==> src/asc_pkg.sv <==
// Purpose: constants and types for the serial control block
// Assumes: 32-bit apb data, byte addresses, one word per register
// Notes:   field positions follow the control register layout
package asc_pkg;
   // ***********************************************************
   // register map
   // ***********************************************************
   localparam logic [7:0] OFF_CTRL_A0 = 8'h00;
   localparam logic [7:0] OFF_CTRL_A1 = 8'h04;
   localparam logic [7:0] OFF_CTRL_B  = 8'h08;
   localparam logic [7:0] OFF_EXT     = 8'h0c;
   localparam logic [7:0] OFF_TXDATA  = 8'h10;
   localparam logic [7:0] OFF_RXDATA  = 8'h14;
   localparam logic [7:0] OFF_STAT    = 8'h18;
   // ***********************************************************
   // field positions and reset values
   // ***********************************************************
   localparam int BIT_MPE   = 7;
   localparam int BIT_RE    = 6;
   localparam int BIT_TE    = 5;
   localparam int BIT_RTS   = 4;
   localparam int BIT_MPB   = 3;
   localparam int BIT_DLEN  = 2;
   localparam int BIT_PAR   = 1;
   localparam int BIT_STOP  = 0;
   localparam int BIT_TXMPB = 7;
   localparam int BIT_MPSEL = 6;
   localparam int BIT_OVERRUN_FLAG  = 3;
   localparam int BIT_FE    = 2;
   localparam int BIT_PE    = 1;
   localparam int BIT_BRK   = 0;
   localparam logic [7:0] CTRL_RST = 8'h00;
   localparam logic [3:0] EXT_RST  = 4'h0;
   // ***********************************************************
   // timing and sizes
   // ***********************************************************
   localparam int BAUD_DIV_DEF = 16;
   localparam int FIFO_DEPTH   = 8;
   // ***********************************************************
   // types
   // ***********************************************************
   typedef enum logic [1:0] {
      ASC_IDLE  = 2'b00,
      ASC_START = 2'b01,
      ASC_SHIFT = 2'b10
   } asc_ser_type;
   typedef struct packed {
      logic dlen;
      logic par;
      logic stop;
      logic mp;
   } asc_fmt_type;
   typedef struct packed {
      logic        psel;
      logic        penable;
      logic        pwrite;
      logic [7:0]  paddr;
      logic [31:0] pwdata;
   } asc_apb_req_type;
endpackage

==> src/asc_serial_ctrl.sv <==
// Purpose: serial control register A block with one serial engine
// Assumes: all inputs synchronous to mclk, rxd idles high
// Notes:   fifo depth must be a power of two
//
// Local design decisions: the address map and register access over APB.
`timescale 1ns/100ps

// ***********************************************************
// fifo
// ***********************************************************
module asc_fifo #(
   parameter int W = 8,
   parameter int D = asc_pkg::FIFO_DEPTH
) (
   // clock and reset
   input  logic         mclk,
   input  logic         rst_n,
   // fill side
   input  logic         in_valid,
   output logic         in_ready,
   input  logic [W-1:0] in_data,
   // drain side
   output logic         out_valid,
   input  logic         out_ready,
   output logic [W-1:0] out_data
);
   localparam int AW = $clog2(D);
   typedef struct packed {
      logic [D-1:0][W-1:0] mem;
      logic [AW:0]         wp;
      logic [AW:0]         rp;
   } asc_fifo_st_type;
   asc_fifo_st_type q;
   asc_fifo_st_type d;
   logic [AW:0]     used;

   assign used      = q.wp - q.rp;
   assign in_ready  = used != (AW+1)'(D);
   assign out_valid = used != '0;
   assign out_data  = q.mem[q.rp[AW-1:0]];

   always_comb begin
      d = q;
      if (in_valid && in_ready) begin
         d.mem[q.wp[AW-1:0]] = in_data;
         d.wp = q.wp + 1'b1;
      end
      if (out_valid && out_ready) begin
         d.rp = q.rp + 1'b1;
      end
   end

   always_ff @(posedge mclk or negedge rst_n) begin
      if (!rst_n) begin
         q <= '0;
      end else begin
         q <= d;
      end
   end
endmodule

// ***********************************************************
// control block
// ***********************************************************
// Function
// - transmit enable clears on reset and while io halt is active
// - disabling transmit leaves the transmit empty flag as it was
// - rts pin carries rts while configuration bit 4 is zero
// - channel 0 bit 4 is a plain output bit driving rts
// - channel 1 bit 4 picks dma end output (1) or serial clock (0)
// - rts bit and channel 1 pin select reset to zero
// - with multiprocessor mode, channel 0 bit 3 reads last received mp bit (channel 1 bit 3 reads zero)
// - writing zero to channel 0 bit 3 clears all four receive error flags
// - bit 3 readback is zero after reset
// - bit 2 data length, bit 1 parity, bit 0 stop bits
// - frame is start, data, optional parity, one or two stops
// - mp bit is added to frames only when mp select is one
// - with wakeup, frames with mp bit zero leave flags alone
module asc_serial_ctrl #(
   parameter int BAUD_DIV = asc_pkg::BAUD_DIV_DEF
) (
   // clock and reset
   input  logic                    mclk,
   input  logic                    rst_n,
   // apb
   input  asc_pkg::asc_apb_req_type apb_req,
   output logic                    pready,
   output logic [31:0]             prdata,
   output logic                    pslverr,
   // system
   input  logic                    io_halt_mode,
   input  logic                    sys_cfg_csio_sel,
   input  logic                    clocked_serial_tx_pin,
   input  logic                    dma0_end_strobe,
   input  logic                    ch1_serial_clock,
   // pins
   input  logic                    rxd,
   output logic                    txd,
   output logic                    rts_txs_pin,
   output logic                    ch1_pin_out,
   output logic                    tx_empty_flag
);
   localparam logic [15:0] BFULL = 16'(BAUD_DIV - 1);
   localparam logic [15:0] BHALF = 16'(BAUD_DIV / 2 - 1);

   typedef struct packed {
      logic [7:0]          ctrl0;
      logic [7:0]          ctrl1;
      logic [7:0]          ctrlb;
      logic [3:0]          ext;
      logic                rx_full;
      logic [7:0]          rx_data;
      logic                last_mpb;
      logic [31:0]         prdata;
      logic                rts_pin;
      logic                ch1_pin;
      asc_pkg::asc_ser_type tx_st;
      logic [12:0]         tx_sh;
      logic [3:0]          tx_cnt;
      logic [15:0]         tx_div;
      asc_pkg::asc_fmt_type tx_fmt;
      asc_pkg::asc_ser_type rx_st;
      logic [12:0]         rx_sh;
      logic [3:0]          rx_cnt;
      logic [15:0]         rx_div;
      asc_pkg::asc_fmt_type rx_fmt;
   } asc_st_type;

   asc_st_type q;
   asc_st_type d;

   logic                 acc;
   logic                 wr;
   logic                 rd_rx;
   logic                 wr_tx;
   logic                 hit;
   logic                 f_valid;
   logic                 f_ready;
   logic                 f_pop;
   logic [8:0]           f_data;
   logic                 tx_start;
   logic                 rx_done;
   logic                 rx_mpb;
   asc_pkg::asc_fmt_type fmt;

   // ***********************************************************
   // frame helpers
   // ***********************************************************
   function automatic logic [12:0] asc_frame(
      input asc_pkg::asc_fmt_type f,
      input logic [7:0]           dt,
      input logic                 m);
      logic [12:0] v;
      logic [3:0]  p;
      v = '1;
      v[0] = 1'b0;
      for (int i = 0; i < 8; i++) begin
         if (i < 7 || f.dlen) begin
            v[i+1] = dt[i];
         end
      end
      p = f.dlen ? 4'h9 : 4'h8;
      if (f.par) begin
         v[p] = ^(dt & (f.dlen ? 8'hff : 8'h7f));
         p = p + 4'h1;
      end
      if (f.mp) begin
         v[p] = m;
      end
      return v;
   endfunction

   function automatic logic [3:0] asc_len(input asc_pkg::asc_fmt_type f);
      return 4'h9 + {3'b0, f.dlen} + {3'b0, f.par} + {3'b0, f.mp}
             + {3'b0, f.stop};
   endfunction

   // ***********************************************************
   // apb decode
   // ***********************************************************
   assign acc   = apb_req.psel && apb_req.penable;
   assign wr    = acc && apb_req.pwrite && pready;
   assign rd_rx = acc && !apb_req.pwrite
                  && apb_req.paddr == asc_pkg::OFF_RXDATA;
   assign wr_tx = acc && apb_req.pwrite
                  && apb_req.paddr == asc_pkg::OFF_TXDATA;
   assign hit   = apb_req.paddr inside {asc_pkg::OFF_CTRL_A0,
                  asc_pkg::OFF_CTRL_A1, asc_pkg::OFF_CTRL_B,
                  asc_pkg::OFF_EXT, asc_pkg::OFF_TXDATA,
                  asc_pkg::OFF_RXDATA, asc_pkg::OFF_STAT};
   assign pready  = !(wr_tx && !f_ready);
   assign pslverr = acc && !hit;
   assign prdata  = q.prdata;

   // format from channel 0 live bits, mp select from ctrl b
   assign fmt.dlen = q.ctrl0[asc_pkg::BIT_DLEN];
   assign fmt.par  = q.ctrl0[asc_pkg::BIT_PAR];
   assign fmt.stop = q.ctrl0[asc_pkg::BIT_STOP];
   assign fmt.mp   = q.ctrlb[asc_pkg::BIT_MPSEL];

   // ***********************************************************
   // transmit fifo
   // ***********************************************************
   asc_fifo #(.W(9), .D(asc_pkg::FIFO_DEPTH)) u_txf (
      .mclk      (mclk),
      .rst_n     (rst_n),
      .in_valid  (wr_tx),
      .in_ready  (f_ready),
      .in_data   ({q.ctrlb[asc_pkg::BIT_TXMPB],
                   apb_req.pwdata[7:0]}),
      .out_valid (f_valid),
      .out_ready (f_pop),
      .out_data  (f_data)
   );

   assign tx_start = q.tx_st == asc_pkg::ASC_IDLE && f_valid
                     && q.ctrl0[asc_pkg::BIT_TE];
   assign f_pop    = tx_start;
   assign tx_empty_flag = f_ready;
   assign txd         = q.tx_sh[0];
   assign rts_txs_pin = q.rts_pin;
   assign ch1_pin_out = q.ch1_pin;

   // ***********************************************************
   // next state
   // ***********************************************************
   always_comb begin
      logic [12:0] nsh;
      logic [7:0]  rdat;
      logic [3:0]  pi;
      logic        pbit;
      logic        stp;
      logic        full_eff;
      d        = q;
      nsh      = q.rx_sh;
      rdat     = 8'h00;
      pi       = 4'h0;
      pbit     = 1'b0;
      stp      = 1'b1;
      full_eff = q.rx_full && !rd_rx;
      rx_done  = 1'b0;
      rx_mpb   = 1'b1;
      // register writes
      if (wr) begin
         case (apb_req.paddr)
            asc_pkg::OFF_CTRL_A0: begin
               d.ctrl0 = apb_req.pwdata[7:0];
               if (!apb_req.pwdata[asc_pkg::BIT_MPB]) begin
                  d.ext = '0;
               end
            end
            asc_pkg::OFF_CTRL_A1: d.ctrl1 = apb_req.pwdata[7:0];
            asc_pkg::OFF_CTRL_B:  d.ctrlb = apb_req.pwdata[7:0];
            default: ;
         endcase
      end
      if (rd_rx) begin
         d.rx_full = 1'b0;
      end
      if (io_halt_mode) begin
         d.ctrl0[asc_pkg::BIT_TE] = 1'b0;
         d.ctrl1[asc_pkg::BIT_TE] = 1'b0;
      end
      // read data captured in the setup phase
      if (apb_req.psel && !apb_req.penable) begin
         case (apb_req.paddr)
            asc_pkg::OFF_CTRL_A0: d.prdata = {24'h0000_00, q.ctrl0[7:4],
               q.ctrlb[asc_pkg::BIT_MPSEL] && q.last_mpb,
               q.ctrl0[2:0]};
            asc_pkg::OFF_CTRL_A1: d.prdata = {24'h0000_00, q.ctrl1[7:4],
               1'b0, q.ctrl1[2:0]};
            asc_pkg::OFF_CTRL_B:  d.prdata = {24'h0000_00, q.ctrlb};
            asc_pkg::OFF_EXT:     d.prdata = {28'h000_0000, q.ext};
            asc_pkg::OFF_RXDATA:  d.prdata = {24'h0000_00, q.rx_data};
            asc_pkg::OFF_STAT:    d.prdata = {29'h0000_0000,
               q.tx_st != asc_pkg::ASC_IDLE, q.rx_full, f_ready};
            default:              d.prdata = 32'h0000_0000;
         endcase
      end
      // pin functions
      d.rts_pin = sys_cfg_csio_sel ? clocked_serial_tx_pin
                                   : q.ctrl0[asc_pkg::BIT_RTS];
      d.ch1_pin = q.ctrl1[asc_pkg::BIT_RTS] ? dma0_end_strobe
                                            : ch1_serial_clock;
      // transmitter
      case (q.tx_st)
         asc_pkg::ASC_IDLE: begin
            d.tx_sh = '1;
            if (tx_start) begin
               d.tx_fmt = fmt;
               d.tx_sh  = asc_frame(fmt, f_data[7:0], f_data[8]);
               d.tx_cnt = asc_len(fmt) - 4'h1;
               d.tx_div = BFULL;
               d.tx_st  = asc_pkg::ASC_SHIFT;
            end
         end
         asc_pkg::ASC_SHIFT: begin
            d.tx_div = q.tx_div - 16'h0001;
            if (q.tx_div == 16'h0000) begin
               d.tx_div = BFULL;
               d.tx_sh  = {1'b1, q.tx_sh[12:1]};
               d.tx_cnt = q.tx_cnt - 4'h1;
               if (q.tx_cnt == 4'h0) begin
                  d.tx_st = asc_pkg::ASC_IDLE;
               end
            end
         end
         default: d.tx_st = asc_pkg::ASC_IDLE;
      endcase
      if (!d.ctrl0[asc_pkg::BIT_TE]) begin
         d.tx_st = asc_pkg::ASC_IDLE;
         d.tx_sh = '1;
      end
      // receiver
      case (q.rx_st)
         asc_pkg::ASC_IDLE: begin
            if (q.ctrl0[asc_pkg::BIT_RE] && !rxd) begin
               d.rx_div = BHALF;
               d.rx_st  = asc_pkg::ASC_START;
            end
         end
         asc_pkg::ASC_START: begin
            d.rx_div = q.rx_div - 16'h0001;
            if (q.rx_div == 16'h0000) begin
               d.rx_st  = rxd ? asc_pkg::ASC_IDLE : asc_pkg::ASC_SHIFT;
               d.rx_fmt = fmt;
               d.rx_cnt = 4'h0;
               d.rx_div = BFULL;
            end
         end
         asc_pkg::ASC_SHIFT: begin
            d.rx_div = q.rx_div - 16'h0001;
            if (q.rx_div == 16'h0000) begin
               d.rx_div = BFULL;
               nsh[q.rx_cnt] = rxd;
               d.rx_sh  = nsh;
               d.rx_cnt = q.rx_cnt + 4'h1;
               if (q.rx_cnt == asc_len(q.rx_fmt) - 4'h2) begin
                  rx_done = 1'b1;
                  d.rx_st = asc_pkg::ASC_IDLE;
               end
            end
         end
         default: d.rx_st = asc_pkg::ASC_IDLE;
      endcase
      if (!q.ctrl0[asc_pkg::BIT_RE]) begin
         d.rx_st = asc_pkg::ASC_IDLE;
      end
      // decode a finished frame
      rdat = q.rx_fmt.dlen ? nsh[7:0] : {1'b0, nsh[6:0]};
      pi   = q.rx_fmt.dlen ? 4'h8 : 4'h7;
      pbit = nsh[pi];
      pi   = pi + {3'b0, q.rx_fmt.par};
      if (q.rx_fmt.mp) begin
         rx_mpb = nsh[pi];
         pi     = pi + 4'h1;
      end
      stp = nsh[pi];
      if (rx_done) begin
         d.last_mpb = rx_mpb;
         if (!(q.rx_fmt.mp && q.ctrl0[asc_pkg::BIT_MPE]
               && !rx_mpb)) begin
            if (full_eff) begin
               d.ext[asc_pkg::BIT_OVERRUN_FLAG] = 1'b1;
            end else begin
               d.rx_data = rdat;
               d.rx_full = 1'b1;
            end
            if (!stp) begin
               d.ext[asc_pkg::BIT_FE] = 1'b1;
            end
            if (q.rx_fmt.par && pbit != ^rdat) begin
               d.ext[asc_pkg::BIT_PE] = 1'b1;
            end
            if (!stp && rdat == 8'h00) begin
               d.ext[asc_pkg::BIT_BRK] = 1'b1;
            end
         end
      end
   end

   always_ff @(posedge mclk or negedge rst_n) begin
      if (!rst_n) begin
         q       <= '0;
         q.ctrl0 <= asc_pkg::CTRL_RST;
         q.ctrl1 <= asc_pkg::CTRL_RST;
         q.ctrlb <= asc_pkg::CTRL_RST;
         q.ext   <= asc_pkg::EXT_RST;
         q.tx_sh <= '1;
      end else begin
         q <= d;
      end
   end
endmodule

==> config.mk <==
export PLATFORM = sky130hd
export DESIGN_NAME = asc_serial_ctrl
export DESIGN_NICKNAME = d
export VERILOG_FILES = /design/src/asc_pkg.sv /design/src/asc_serial_ctrl.sv
export SDC_FILE = /design/constraint.sdc
export NUM_CORES = 1
export LEC_CHECK = 0
export BUFFER_PORTS_ARGS = -buffer_cell sky130_fd_sc_hd__buf_2
export CAP_MARGIN = 20
export CORE_MARGIN = 2
export CORE_UTILIZATION = 55
export CTS_BUF_LIST = sky130_fd_sc_hd__clkbuf_4
export CTS_CLUSTER_DIAMETER = 100
export DETAILED_ROUTE_END_ITERATION = 7
export PLACE_DENSITY = 0.74
export SLEW_MARGIN = 15
export SYNTH_ARGS = -nofsm -noshare
export SYNTH_HDL_FRONTEND = slang
export SYNTH_HIERARCHICAL = 1
export SYNTH_SLANG_ARGS = --single-unit
==> constraint.sdc <==
create_clock -name mclk -period 6.82 [get_ports mclk]
set_input_delay 1.364 -clock mclk [delete_from_list [all_inputs] [get_ports mclk]]
set_output_delay 1.364 -clock mclk [all_outputs]
set_load 0.01 [all_outputs]
# [Word level (Yosys, flattened, before mapping)]
# Index checks and enable logic that the tools add are counted.
[totals] register_bits=230 output_inout_bits=38
[classes] addsub=20 order_cmp=12 eq_ne=25 mux=91 n_bitwise=3 n_reduce_logical=65
[op_table] op="13-bit two-way mux" n=7
[op_table] op="72-bit bitwise mux" n=1
[op_table] op="35-bit two-way mux" n=2
[op_table] op="33-bit case mux with 2 select lines" n=1
[op_table] op="16-bit case mux with 3 select lines" n=1
[op_table] op="8-bit case mux with 6 select lines" n=1
[op_table] op="13-bit bitwise mux" n=3
[op_table] op="39-bit two-way mux" n=1
[op_table] op="1-bit two-way mux" n=37
[op_table] op="16-bit zero test" n=2
[op_table] op="8-bit two-way mux" n=4
[op_table] op="16-bit by 1-bit subtractor with 16-bit output, second input constant" n=2
[op_table] op="4-bit by 5-bit < comparator with 1-bit output, second input constant" n=6
[op_table] op="4-bit by 1-bit adder with 4-bit output" n=7
[op_table] op="4-bit two-way mux" n=7
[op_table] op="9-bit binary-select mux with 3-bit select" n=1
[op_table] op="9-bit demux with 3-bit select" n=1
[op_table] op="9-bit two-way mux" n=3
[op_table] op="26-bit two-way mux" n=1
[op_table] op="8-bit by 5-bit == test with 1-bit output, second input constant" n=3
[op_table] op="1-bit logical AND" n=24
[op_table] op="24-bit two-way mux" n=1
[op_table] op="4-bit by 1-bit adder with 4-bit output, second input constant" n=5
[op_table] op="2-bit AND reduction" n=10
[op_table] op="42 further kinds" n=85

# [Longest topological paths before layout]
# Gate-level depths: netlist of run 1.
[depth] word_depth=15 depth_mapped=15 ltp_nobuf=14

# [By module]
# Netlist of run 1, hierarchy kept.
[modules_own_cells] module="asc_serial_ctrl" n_inst=1 cells_each=749 area_each_um2=7213.2 seq_area_each_um2=2994.1
[modules_own_cells] module="asc_fifo" n_inst=1 cells_each=286 area_each_um2=3852.4 seq_area_each_um2=2001.9

# [Worst setup path before layout of run 1]
# Ideal clock, no wire load.
[synth_timing] kind="input to output" startpoint="input apb_req[32] in the netlist's numbering" endpoint="output pready" arrival_ns=2.504 slack_ns=2.952 stages=4 path_cell_list="or4_1 nor2_2 nand2_2 or3_1"
[synth_via] elab_chain_len=4
[synth_lines] item="start: declaration" line="asc_serial_ctrl.sv:86" source="input asc_pkg::asc_apb_req_type apb_req,"
[synth_lines] item="8-bit by 5-bit == test with 1-bit output" line="asc_serial_ctrl.sv:186" source="&& apb_req.paddr == asc_pkg::OFF_TXDATA;"
[synth_lines] item="1-bit logical AND" line="asc_serial_ctrl.sv:186"
[synth_lines] item="1-bit logical AND" line="asc_serial_ctrl.sv:191" source="assign pready = !(wr_tx && !f_ready);"
[synth_lines] item="1-bit zero test" line="asc_serial_ctrl.sv:191"
[synth_lines] item="end: declaration" line="asc_serial_ctrl.sv:87" source="output logic pready,"
# Every way passes these cells.

# [Final worst setup path of run 1]
[layout_timing] startpoint="register u_txf/q[2] in the netlist's numbering" endpoint="output pready"
[layout_via] elab_chain_len=5
[layout_lines] item="start: declaration" line="asc_serial_ctrl.sv:33" source="asc_fifo_st_type q;"
[layout_lines] item="start signal: assignment" line="asc_serial_ctrl.sv:55" source="q <= '0;"
[layout_lines] item="start signal: assignment" line="asc_serial_ctrl.sv:57" source="q <= d;"
[layout_lines] item="4-bit subtractor" line="asc_serial_ctrl.sv:37" source="assign used = q.wp - q.rp;"
[layout_lines] item="4-bit inequality test" line="asc_serial_ctrl.sv:38" source="assign in_ready = used != (AW+1)'(D);"
[layout_lines] item="1-bit zero test" line="asc_serial_ctrl.sv:191"
[layout_lines] item="1-bit logical AND" line="asc_serial_ctrl.sv:191"
[layout_lines] item="1-bit zero test" line="asc_serial_ctrl.sv:191"
# Every way passes these cells.

==> results.txt, run 1 <==
- Period Utilization, post-route: 71.1%
- Count of hold buffers inserted by post-cts repair: 0
* Status: completed
- Summed over all layers, the global routing overflow is 0.
- After filler insertion, the fill cell instance count of the layout stands at 1669.
- CP Data Arrival Time: 3.49 ns
- By instance count, the leading cell after synthesis is sky130_fd_sc_hd__dfrtp_1.
* Final hold violation count: 0
* Floorplan core area: 19600 sq um
- Vias after detailed routing: 7881
- Sequential cells were found to cover 45.1% of the synthesized design area.
- Final setup skew: 0.0430 ns
- Ranked by instance count, the synthesized netlist is headed by sky130_fd_sc_hd__dfrtp_1, sky130_fd_sc_hd__nand2_1, sky130_fd_sc_hd__o2bb2ai_1.
- The top cell type by area accounts for 42.1% of the synthesized area.
- The floorplan step set the die width to 146 um.
* Effective utilization at floorplan: 56.5%
- Static power due to leakage: 5.24 nW
* CP delay by family, top: simple AND/OR/NAND/NOR gates
- Cts repair resizes: 0
- Syn. warnings: 6
* Data required time at the worst endpoint: 5.46 ns
* Number of buffers on the longest clock path: 2
* Most used DFF post-synth: sky130_fd_sc_hd__dfrtp_1
* Type of element launching the critical path: register
- Root buf cell: sky130_fd_sc_hd__clkbuf_4
* Post-Synthesis Cells: 1035
* Setup_tns: 0 ns
- The first TritonRoute pass finished after 5 iterations.
- The smallest clock period supported by the final layout is computed as 4.85 ns.
* Slowest library cell on the worst path: sky130_fd_sc_hd__dfrtp_1
- # clock sinks: 199
* Die ar.: 21300 sq um
- Via count of the first global-routing pass: 7672
- For this design the ratio of total power to cell area is 166 nW/um^2.
- Clock-pin slew was measured on the worst setup and hold paths at 0.18 ns.
- In this run the post-CTS setup repair buffer count came out at 0.
* Relative slew slack: 34.3%
* Maximum operating frequency: 0.206 GHz
- Largest stage delay on the critical path: 0.63 ns
* Number of buffers inserted during clock tree synthesis: 17
- Buf/Inv on CP: 2
- Once detail routing completed, the nets flagged for antenna violations numbered 0.
- Pin placement for this block handled 89 I/O pins.
- In this run the worst path has a maximum fanout of 14.
- Die outline height: 146 um
* Final WS setup: 1.97 ns
- Antenna violations before repair: 2
- The worst setup path is captured at an output pin.
- Number of nets in the layout: 1127
* Synthesized area: 11100 sq um
* Total DRC errors in the routed layout: 0
* Slew Limit Fails: 0
- Standard-cell rows: 51
- Port buffering added 40 buffers.
- Setup violations remaining at the end of the flow were counted as 0.
- Wire length per cell after detailed routing: 17.9 um
- In the synthesized netlist the async set-or-reset flop fraction comes to 100%.
- Total Wirelength: 23.7 mm
- Hold Crit Class: register to register
* Insertion delay to the later sink of the worst-skew pair: 0.61 ns
- By startpoint and endpoint, the worst setup path is classified as register to output pin.
* Peak supply drop: 0.0000932 V
- The sequential cells in the finished layout cover a total of 5000 sq um.
* Detailed placement HPWL: 16.3 mm
* Average footprint of a synthesized cell: 10.7 sq um
- Max-cap violations in this run came to 0.
- Relative to the synthesized area, the layout overhead comes to 4.76%.
- For the pin with the worst max-slew slack, the measured transition is 0.982 ns.
* Count of unique library cells instantiated by Yosys: 86
* First-pass GRT wire length: 39.8 mm
- Counting flops with a built-in enable in the synthesized netlist gives 0.
- Routability cong.: 0.830
- Count of state elements after synthesis: 199
- TritonCTS built the clock tree.
- Violation count after the first detailed-route iteration: 563
* Share of cells above drive strength 1: 19.5%
- Biggest area consumer among synthesized cells: sky130_fd_sc_hd__dfrtp_1
* Number of H-tree branching levels: 4
- Largest net degree at the start of global routing: 94
- Worst path cell trace: inv_1 > ha_1 > xnor2_1 > nor2_2 > nand2_1 > or3_1 > buf_2
* Unrepaired setup endpoints after global routing: no
* Vias per cell: 5.96
* Combined area of the multi-input logic cells: 5520 sq um
* Post-placement setup slack: 2.54 ns
- By area the synthesized netlist is led by sky130_fd_sc_hd__dfrtp_1, sky130_fd_sc_hd__o2bb2ai_1, sky130_fd_sc_hd__mux2_2.
* Overall track demand over capacity in global routing: 23.0%
per-stage QoR:
| stage | instances | util [%] | cell area, sq um | total power, mW | hold slack, ns |
|---|---|---|---|---|---|
| floorplan | 1058 | - | 11200 | 1.27 | 0.443 |
| global placement | 1288 | 57.5 | 11300 | 1.31 | 0.457 |
| detailed placement | 1288 | 57.5 | 11300 | 1.31 | 0.467 |
| CTS | 1320 | 59.1 | 11600 | 1.94 | 0.503 |
| global route | 1323 | 59.2 | 11600 | 2.01 | 0.523 |
| finish | 1323 | 59.2 | 11600 | 1.93 | 0.498 |
layout make-up:
class                   instances  share of cell area [%]
well taps                     265                    2.86
clock buffers                  17                    1.10
multi-input cells             734                    47.6
flip-flops and latches        199                    43.1
diodes                          2                  0.0432
inverters                      45                    1.46
clock inverters                15                    1.61
repair buffers                 46                    2.19
cells in the final DEF, fill, tap and decap left out, types with 31 or more instances in the layout:
master / instances
sky130_fd_sc_hd__dfrtp_1: 186
sky130_fd_sc_hd__nand2_1: 116
sky130_fd_sc_hd__o2bb2ai_1: 63
sky130_fd_sc_hd__o21ai_0: 54
sky130_fd_sc_hd__nor2_1: 49
sky130_fd_sc_hd__mux2_2: 46
sky130_fd_sc_hd__inv_1: 43
sky130_fd_sc_hd__buf_2: 39
sky130_fd_sc_hd__nand3_1: 33
sky130_fd_sc_hd__a21oi_1: 31
sky130_fd_sc_hd__ha_1: 31
flip-flops by register name (all words and copies together) (netlist names):
signal / count
ch1_pin_out: 1
fmt: 4
prdata: 8
q: 104
rts_txs_pin: 1
txd: 1
u_txf/q: 80
worst reg2reg max path: stages, from the launching register on:
cell                      delay [ns]
sky130_fd_sc_hd__dfrtp_1        0.63
sky130_fd_sc_hd__inv_1          0.28
sky130_fd_sc_hd__ha_1           0.41
sky130_fd_sc_hd__a21oi_1        0.20
sky130_fd_sc_hd__nand2_2        0.17
sky130_fd_sc_hd__xnor2_2        0.17
sky130_fd_sc_hd__buf_4          0.31
sky130_fd_sc_hd__nand2_1        0.22
sky130_fd_sc_hd__nand3_1        0.38
sky130_fd_sc_hd__inv_1          0.18
sky130_fd_sc_hd__nand4_1        0.20
sky130_fd_sc_hd__nor3_1         0.07
sky130_fd_sc_hd__a211o_1        0.31
cells by family after synthesis:
kind of cell,share of synthesized area [%]
AOI/OAI and AO/OA,16.4
xor gates and xnor gates,3.20
adders and majority gates,3.87
buffers and inverters,5.72
DFF,45.1
muxes,11.4
other,0.0339
and+or+nand+nor,14.2
final timing paths:
kind,cells after the start,start,to,slack [ns]
worst max-delay path,7,u_txf/q[2],pready,1.97
worst min-delay path,2,prdata[7],prdata[7],0.50
worst max register to register,12,u_txf/q[2],u_txf/q[3],3.16
worst min register to register,2,prdata[7],prdata[7],0.50
max in group asynchronous,2,rst_n,q[133],4.63
min in group asynchronous,1,rst_n,q[9],0.76
power breakdown:
part	internal [mW]	switching [mW]	leakage, nW
registers	1.19	0.00610	2.66
clock network	0.172	0.467	0.165
logic	0.0258	0.0691	2.41
layer usage:
| metal | vias up | global-route usage, % | part of all wire (%) |
|---|---|---|---|
| li1 | 3737 | - | - |
| met1 | 3876 | 33.6 | 47 |
| met2 | 245 | 35.9 | 46 |
| met3 | 23 | 4.04 | 5.6 |
| met4 | 0 | 6.03 | 1.0 |
| met5 | - | 0 | 0 |
No activity file was read; power rests on OpenSTA's default activity.
==> inputs of run 2 (changes only) <==
--- a/config.mk
+++ b/config.mk
@@ -5,6 +5,7 @@
 export SDC_FILE = /design/constraint.sdc
 export NUM_CORES = 1
 export LEC_CHECK = 0
+export ABC_AREA = 1
 export BUFFER_PORTS_ARGS = -buffer_cell sky130_fd_sc_hd__buf_2
 export CAP_MARGIN = 20
 export CORE_MARGIN = 2
@@ -12,7 +13,7 @@
 export CTS_BUF_LIST = sky130_fd_sc_hd__clkbuf_4
 export CTS_CLUSTER_DIAMETER = 100
 export DETAILED_ROUTE_END_ITERATION = 7
-export PLACE_DENSITY = 0.74
+export PLACE_DENSITY = 0.77
 export SLEW_MARGIN = 15
 export SYNTH_ARGS = -nofsm -noshare
 export SYNTH_HDL_FRONTEND = slang
==> constraint.sdc (replaced) <==
create_clock -name mclk -period 4.2 [get_ports mclk]
set_input_delay 0.84 -clock mclk [delete_from_list [all_inputs] [get_ports mclk]]
set_output_delay 0.84 -clock mclk [all_outputs]
set_load 0.01 [all_outputs]
==> run 2 against run 1 <==
Hold slack worse by 0.16 ns; critical path type unchanged; highest routed layer unchanged; via count increased by 25%; largest power group unchanged; clock-buffer cell count grew 1; wire length grew 14%; register-to-register slack worse by 2.3 ns; sequential cell count unchanged; final cell count grew 32%; combinational power up 89%; largest cell class unchanged.
==> results.txt, run 2 <==
- The area growth from synthesis to layout is 3.67%.
- Entering global routing, the biggest net connects 116 pins.
* Overall track demand over capacity in global routing: 24.6%
- Effective utilization at floorplan: 55.8%
- The die covers 22400 sq um.
- CP Class: register to output pin
* Top cells by instance count after synthesis: sky130_fd_sc_hd__nand2_1, sky130_fd_sc_hd__dfrtp_1, sky130_fd_sc_hd__inv_1
- The initialized floorplan defines 53 standard-cell rows.
- Count of input and output buffers: 40
- For this run, the number of Yosys warnings is 6.
- The root buffer cell chosen for the clock tree is sky130_fd_sc_hd__clkbuf_4.
- For the worst-skew pair, the clock arrives at the later sink with an insertion delay of 0.63 ns.
- Number of H-tree branching levels: 4
* Vias after detailed routing: 9860
- Aggregate global routing overflow: 0
- Of the total power, registers draw 62.5%.
- Once the clock tree was built, the setup fixing pass inserted 0 buffers.
- After synthesis, the largest area contributor takes up 39.8% of total cell area.
- The first global-routing pass estimated 44.6 mm of wire.
* Final critical-path required period: 3.79 ns
* Type of destination of the critical path: output pin
- Length of routed met3 wiring: 1.55 mm
- Detailed placement finished with a half-perimeter wire length of 18.8 mm.
* Largest register FFs: 104
* Maximum operating frequency: 0.264 GHz
- Synth top area cells: sky130_fd_sc_hd__dfrtp_1, sky130_fd_sc_hd__nand2_1, sky130_fd_sc_hd__nand4_1
- Average footprint of a synthesized cell: 8.05 sq um
* Number of buffers inserted during clock tree synthesis: 17
* Clock share of power: 31.8%
* Chip Width: 150 um
- In this run the remaining antenna-violating nets after routing total 0.
- After synthesis the cells add up to 11700 sq um.
- Hold Crit Class: input pin to async pin
* Antenna violations before repair: 2
- Count of hold buffers inserted by post-cts repair: 0
* Setup_tns: 0 ns
- Actual slew at the worst max-slew pin: 0.917 ns
- Most flop-heavy register: q
* Total Power: 3.12 mW
- In this run the worst path has a maximum fanout of 25.
- Reg2Reg Depth: 16
- Via count of the first global-routing pass: 8921
- Peak supply drop: 0.000147 V
* Number of buffers on the longest clock path: 2
* Post-Synthesis Cells: 1453
* Largest stage delay on the critical path: 0.62 ns
- Counting flops with a built-in enable in the synthesized netlist gives 0.
- Slowest library cell on the worst path: sky130_fd_sc_hd__dfrtp_1
- The tightest hold path in the finished design has a slack of 0.340 ns.
- The flow ran to the end, and the final reports show no timing, DRC or antenna violations.
- After clock tree synthesis, the clock-pin slew on the worst setup and hold paths is 0.16 ns.
- Int Power: 2.25 mW
* Data required time at the worst endpoint: 3.36 ns
* Number of filler instances in the final layout: 1916
- The final layout contains 1541 nets.
- Most used DFF post-synth: sky130_fd_sc_hd__dfrtp_1
- Routability cong.: 0.902
* Logic pwr share: 5.7%
- Clock tree from TritonCTS: done
- The synthesized netlist contains 60 unique library cells.
* Unrepaired setup endpoints after global routing: no
- Counting stages on the worst path, the most repeated cell is sky130_fd_sc_hd__nand2_1.
- The final hold violation count is 0.
* Worst path cell trace: clkinv_1 > ha_1 > or2_1 > nand2_1 > nand2_1 > nand2_2 > nand2_4 > inv_1 > nand2_1 > buf_2
* Number of iterations in the first detailed-routing pass: 5
- # clock sinks: 199
- Share of the yosys chip area belonging to registers: 42.7%
- Using the TritonRoute via totals, the vias-per-cell ratio works out to 5.64.
- Total Wirelength: 26.9 mm
- Final setup skew: 0.0338 ns
- Final-report setup violation count: 0
- In this run the top signal layer used is met4.
- In the layout the commonest cells are sky130_fd_sc_hd__nand2_1, sky130_fd_sc_hd__dfrtp_1, sky130_fd_sc_hd__inv_1, sky130_fd_sc_hd__nor2_1, sky130_fd_sc_hd__o21ai_0.
- Leaving out fill and tap cells, the most frequent cell in the layout is sky130_fd_sc_hd__nand2_1.
* Sw power: 0.870 mW
- In this run, the number of DRC markers left after iteration 0 of detailed routing was 1004.
* Relative slew slack: 38.9%
* Worst r2r src: u_txf/q[2]
* CP Data Arrival Time: 2.95 ns
* Total DRC errors in the routed layout: 0
- Wire length on met2: 12.5 mm
- Max-capacitance violation count: 0
- Dividing total power by cell area gives a power density of 257 nW/um^2.
- Cts repair resizes: 0
* Count of state elements after synthesis: 199
- The setup check on the worst reg-to-reg path leaves a slack of 0.83 ns.
- Wire length per cell after detailed routing: 15.4 um
- For this design the static power due to leakage is 6.14 nW.
- Net switching is 27.9% of the power.
* Share of cells above drive strength 1: 11.8%
- By instance count, the leading cell after synthesis is sky130_fd_sc_hd__nand2_1.
* Floorplan core area: 21000 sq um
* Count of pins on the block boundary: 89
* Critical R2R Capture: q[66]
- In the final routing, the length of wire on met1 measures 12.3 mm.
- The worst setup path is launched from a register.
* Async S/R FF share, synth: 100%
- The final count of pins violating max slew is 0.
- Period Utilization, post-route: 90.3%
* Biggest area consumer among synthesized cells: sky130_fd_sc_hd__dfrtp_1
- Measured along the y axis, the die boundary spans 150 um.
[run 2: changes by cell type after synthesis, moves of 49 or more]
cell / previous run / this run
sky130_fd_sc_hd__inv_1: 43 / 106
sky130_fd_sc_hd__nand2_1: 116 / 426
sky130_fd_sc_hd__nand4_1: 10 / 99
sky130_fd_sc_hd__o2bb2ai_1: 63 / 0
sky130_fd_sc_hd__nor2_1: 49 / 104
sky130_fd_sc_hd__o21ai_0: 54 / 103
[run 2: final cells by class]
cell class,count,area [sq um],area share [%]
inverter,121,454,3.75
clock buffer,18,135,1.11
multi-input combinational,1067,5740,47.3
tap,275,344,2.84
timing repair buffer,51,317,2.61
antenna,2,5.00,0.0413
sequential,199,5000,41.2
clock inverter,14,133,1.09
[run 2: worst max path at each step]
| stage | to | slack, ns | cells after the start | startpoint |
|---|---|---|---|---|
| global placement | q[66] | 0.93 | 16 | u_txf/q[2] |
| CTS | pready | 0.38 | 10 | u_txf/q[2] |
| finish | pready | 0.41 | 10 | u_txf/q[2] |
| global route | pready | 0.15 | 10 | u_txf/q[2] |
| floorplan | pready | 1.53 | 11 | u_txf/q[1] |
| detailed placement | q[66] | 0.86 | 16 | u_txf/q[2] |
[run 2: stage by stage]
stage          utilization, %  setup slack (ns)  instance area, sq um  std cells
2_1_floorplan               -              1.53                 11800       1476
3_3_place_gp             56.6             0.933                 11900       1713
3_5_place_dp             56.6             0.863                 11900       1713
4_1_cts                  57.8             0.376                 12100       1745
5_1_grt                  57.9             0.153                 12100       1747
6_report                 57.9             0.408                 12100       1747
[run 2: per-layer routing]
metal / track usage (%) / up-vias
met5: 0 / -
met4: 7.69 / 0
met3: 4.12 / 45
met2: 38.4 / 327
met1: 35.2 / 4674
li1: - / 4814
[run 2: critical path: cells and delay by family (launching register included)]
| family | cells | cell delay [ns] |
|---|---|---|
| buffers and inverters | 3 | 0.59 |
| adder cells (fa/ha/maj) | 1 | 0.40 |
| AND/OR/NAND/NOR | 6 | 0.75 |
| flip-flops | 1 | 0.62 |
[run 2: cell families after synthesis]
group | Yosys count | share of synthesized area, %
AO/OA/AOI/OAI | 201 | 10.0
XOR/XNOR | 34 | 2.55
adder cells (fa/ha/maj) | 33 | 3.66
buffers and inverters | 210 | 9.00
flip-flops | 199 | 42.7
multiplexers | 1 | 0.0963
other | 1 | 0.0321
AND/OR/NAND/NOR | 774 | 31.9
[run 2: power by group through the flow]
stage	logic [mW]	clock network, mW	registers, mW
after floorplan	0.117	0	1.98
after global placement	0.178	0	1.98
after detailed placement	0.181	0	1.98
after CTS	0.181	1.02	1.95
after global routing	0.203	1.09	1.95
final	0.179	0.990	1.95
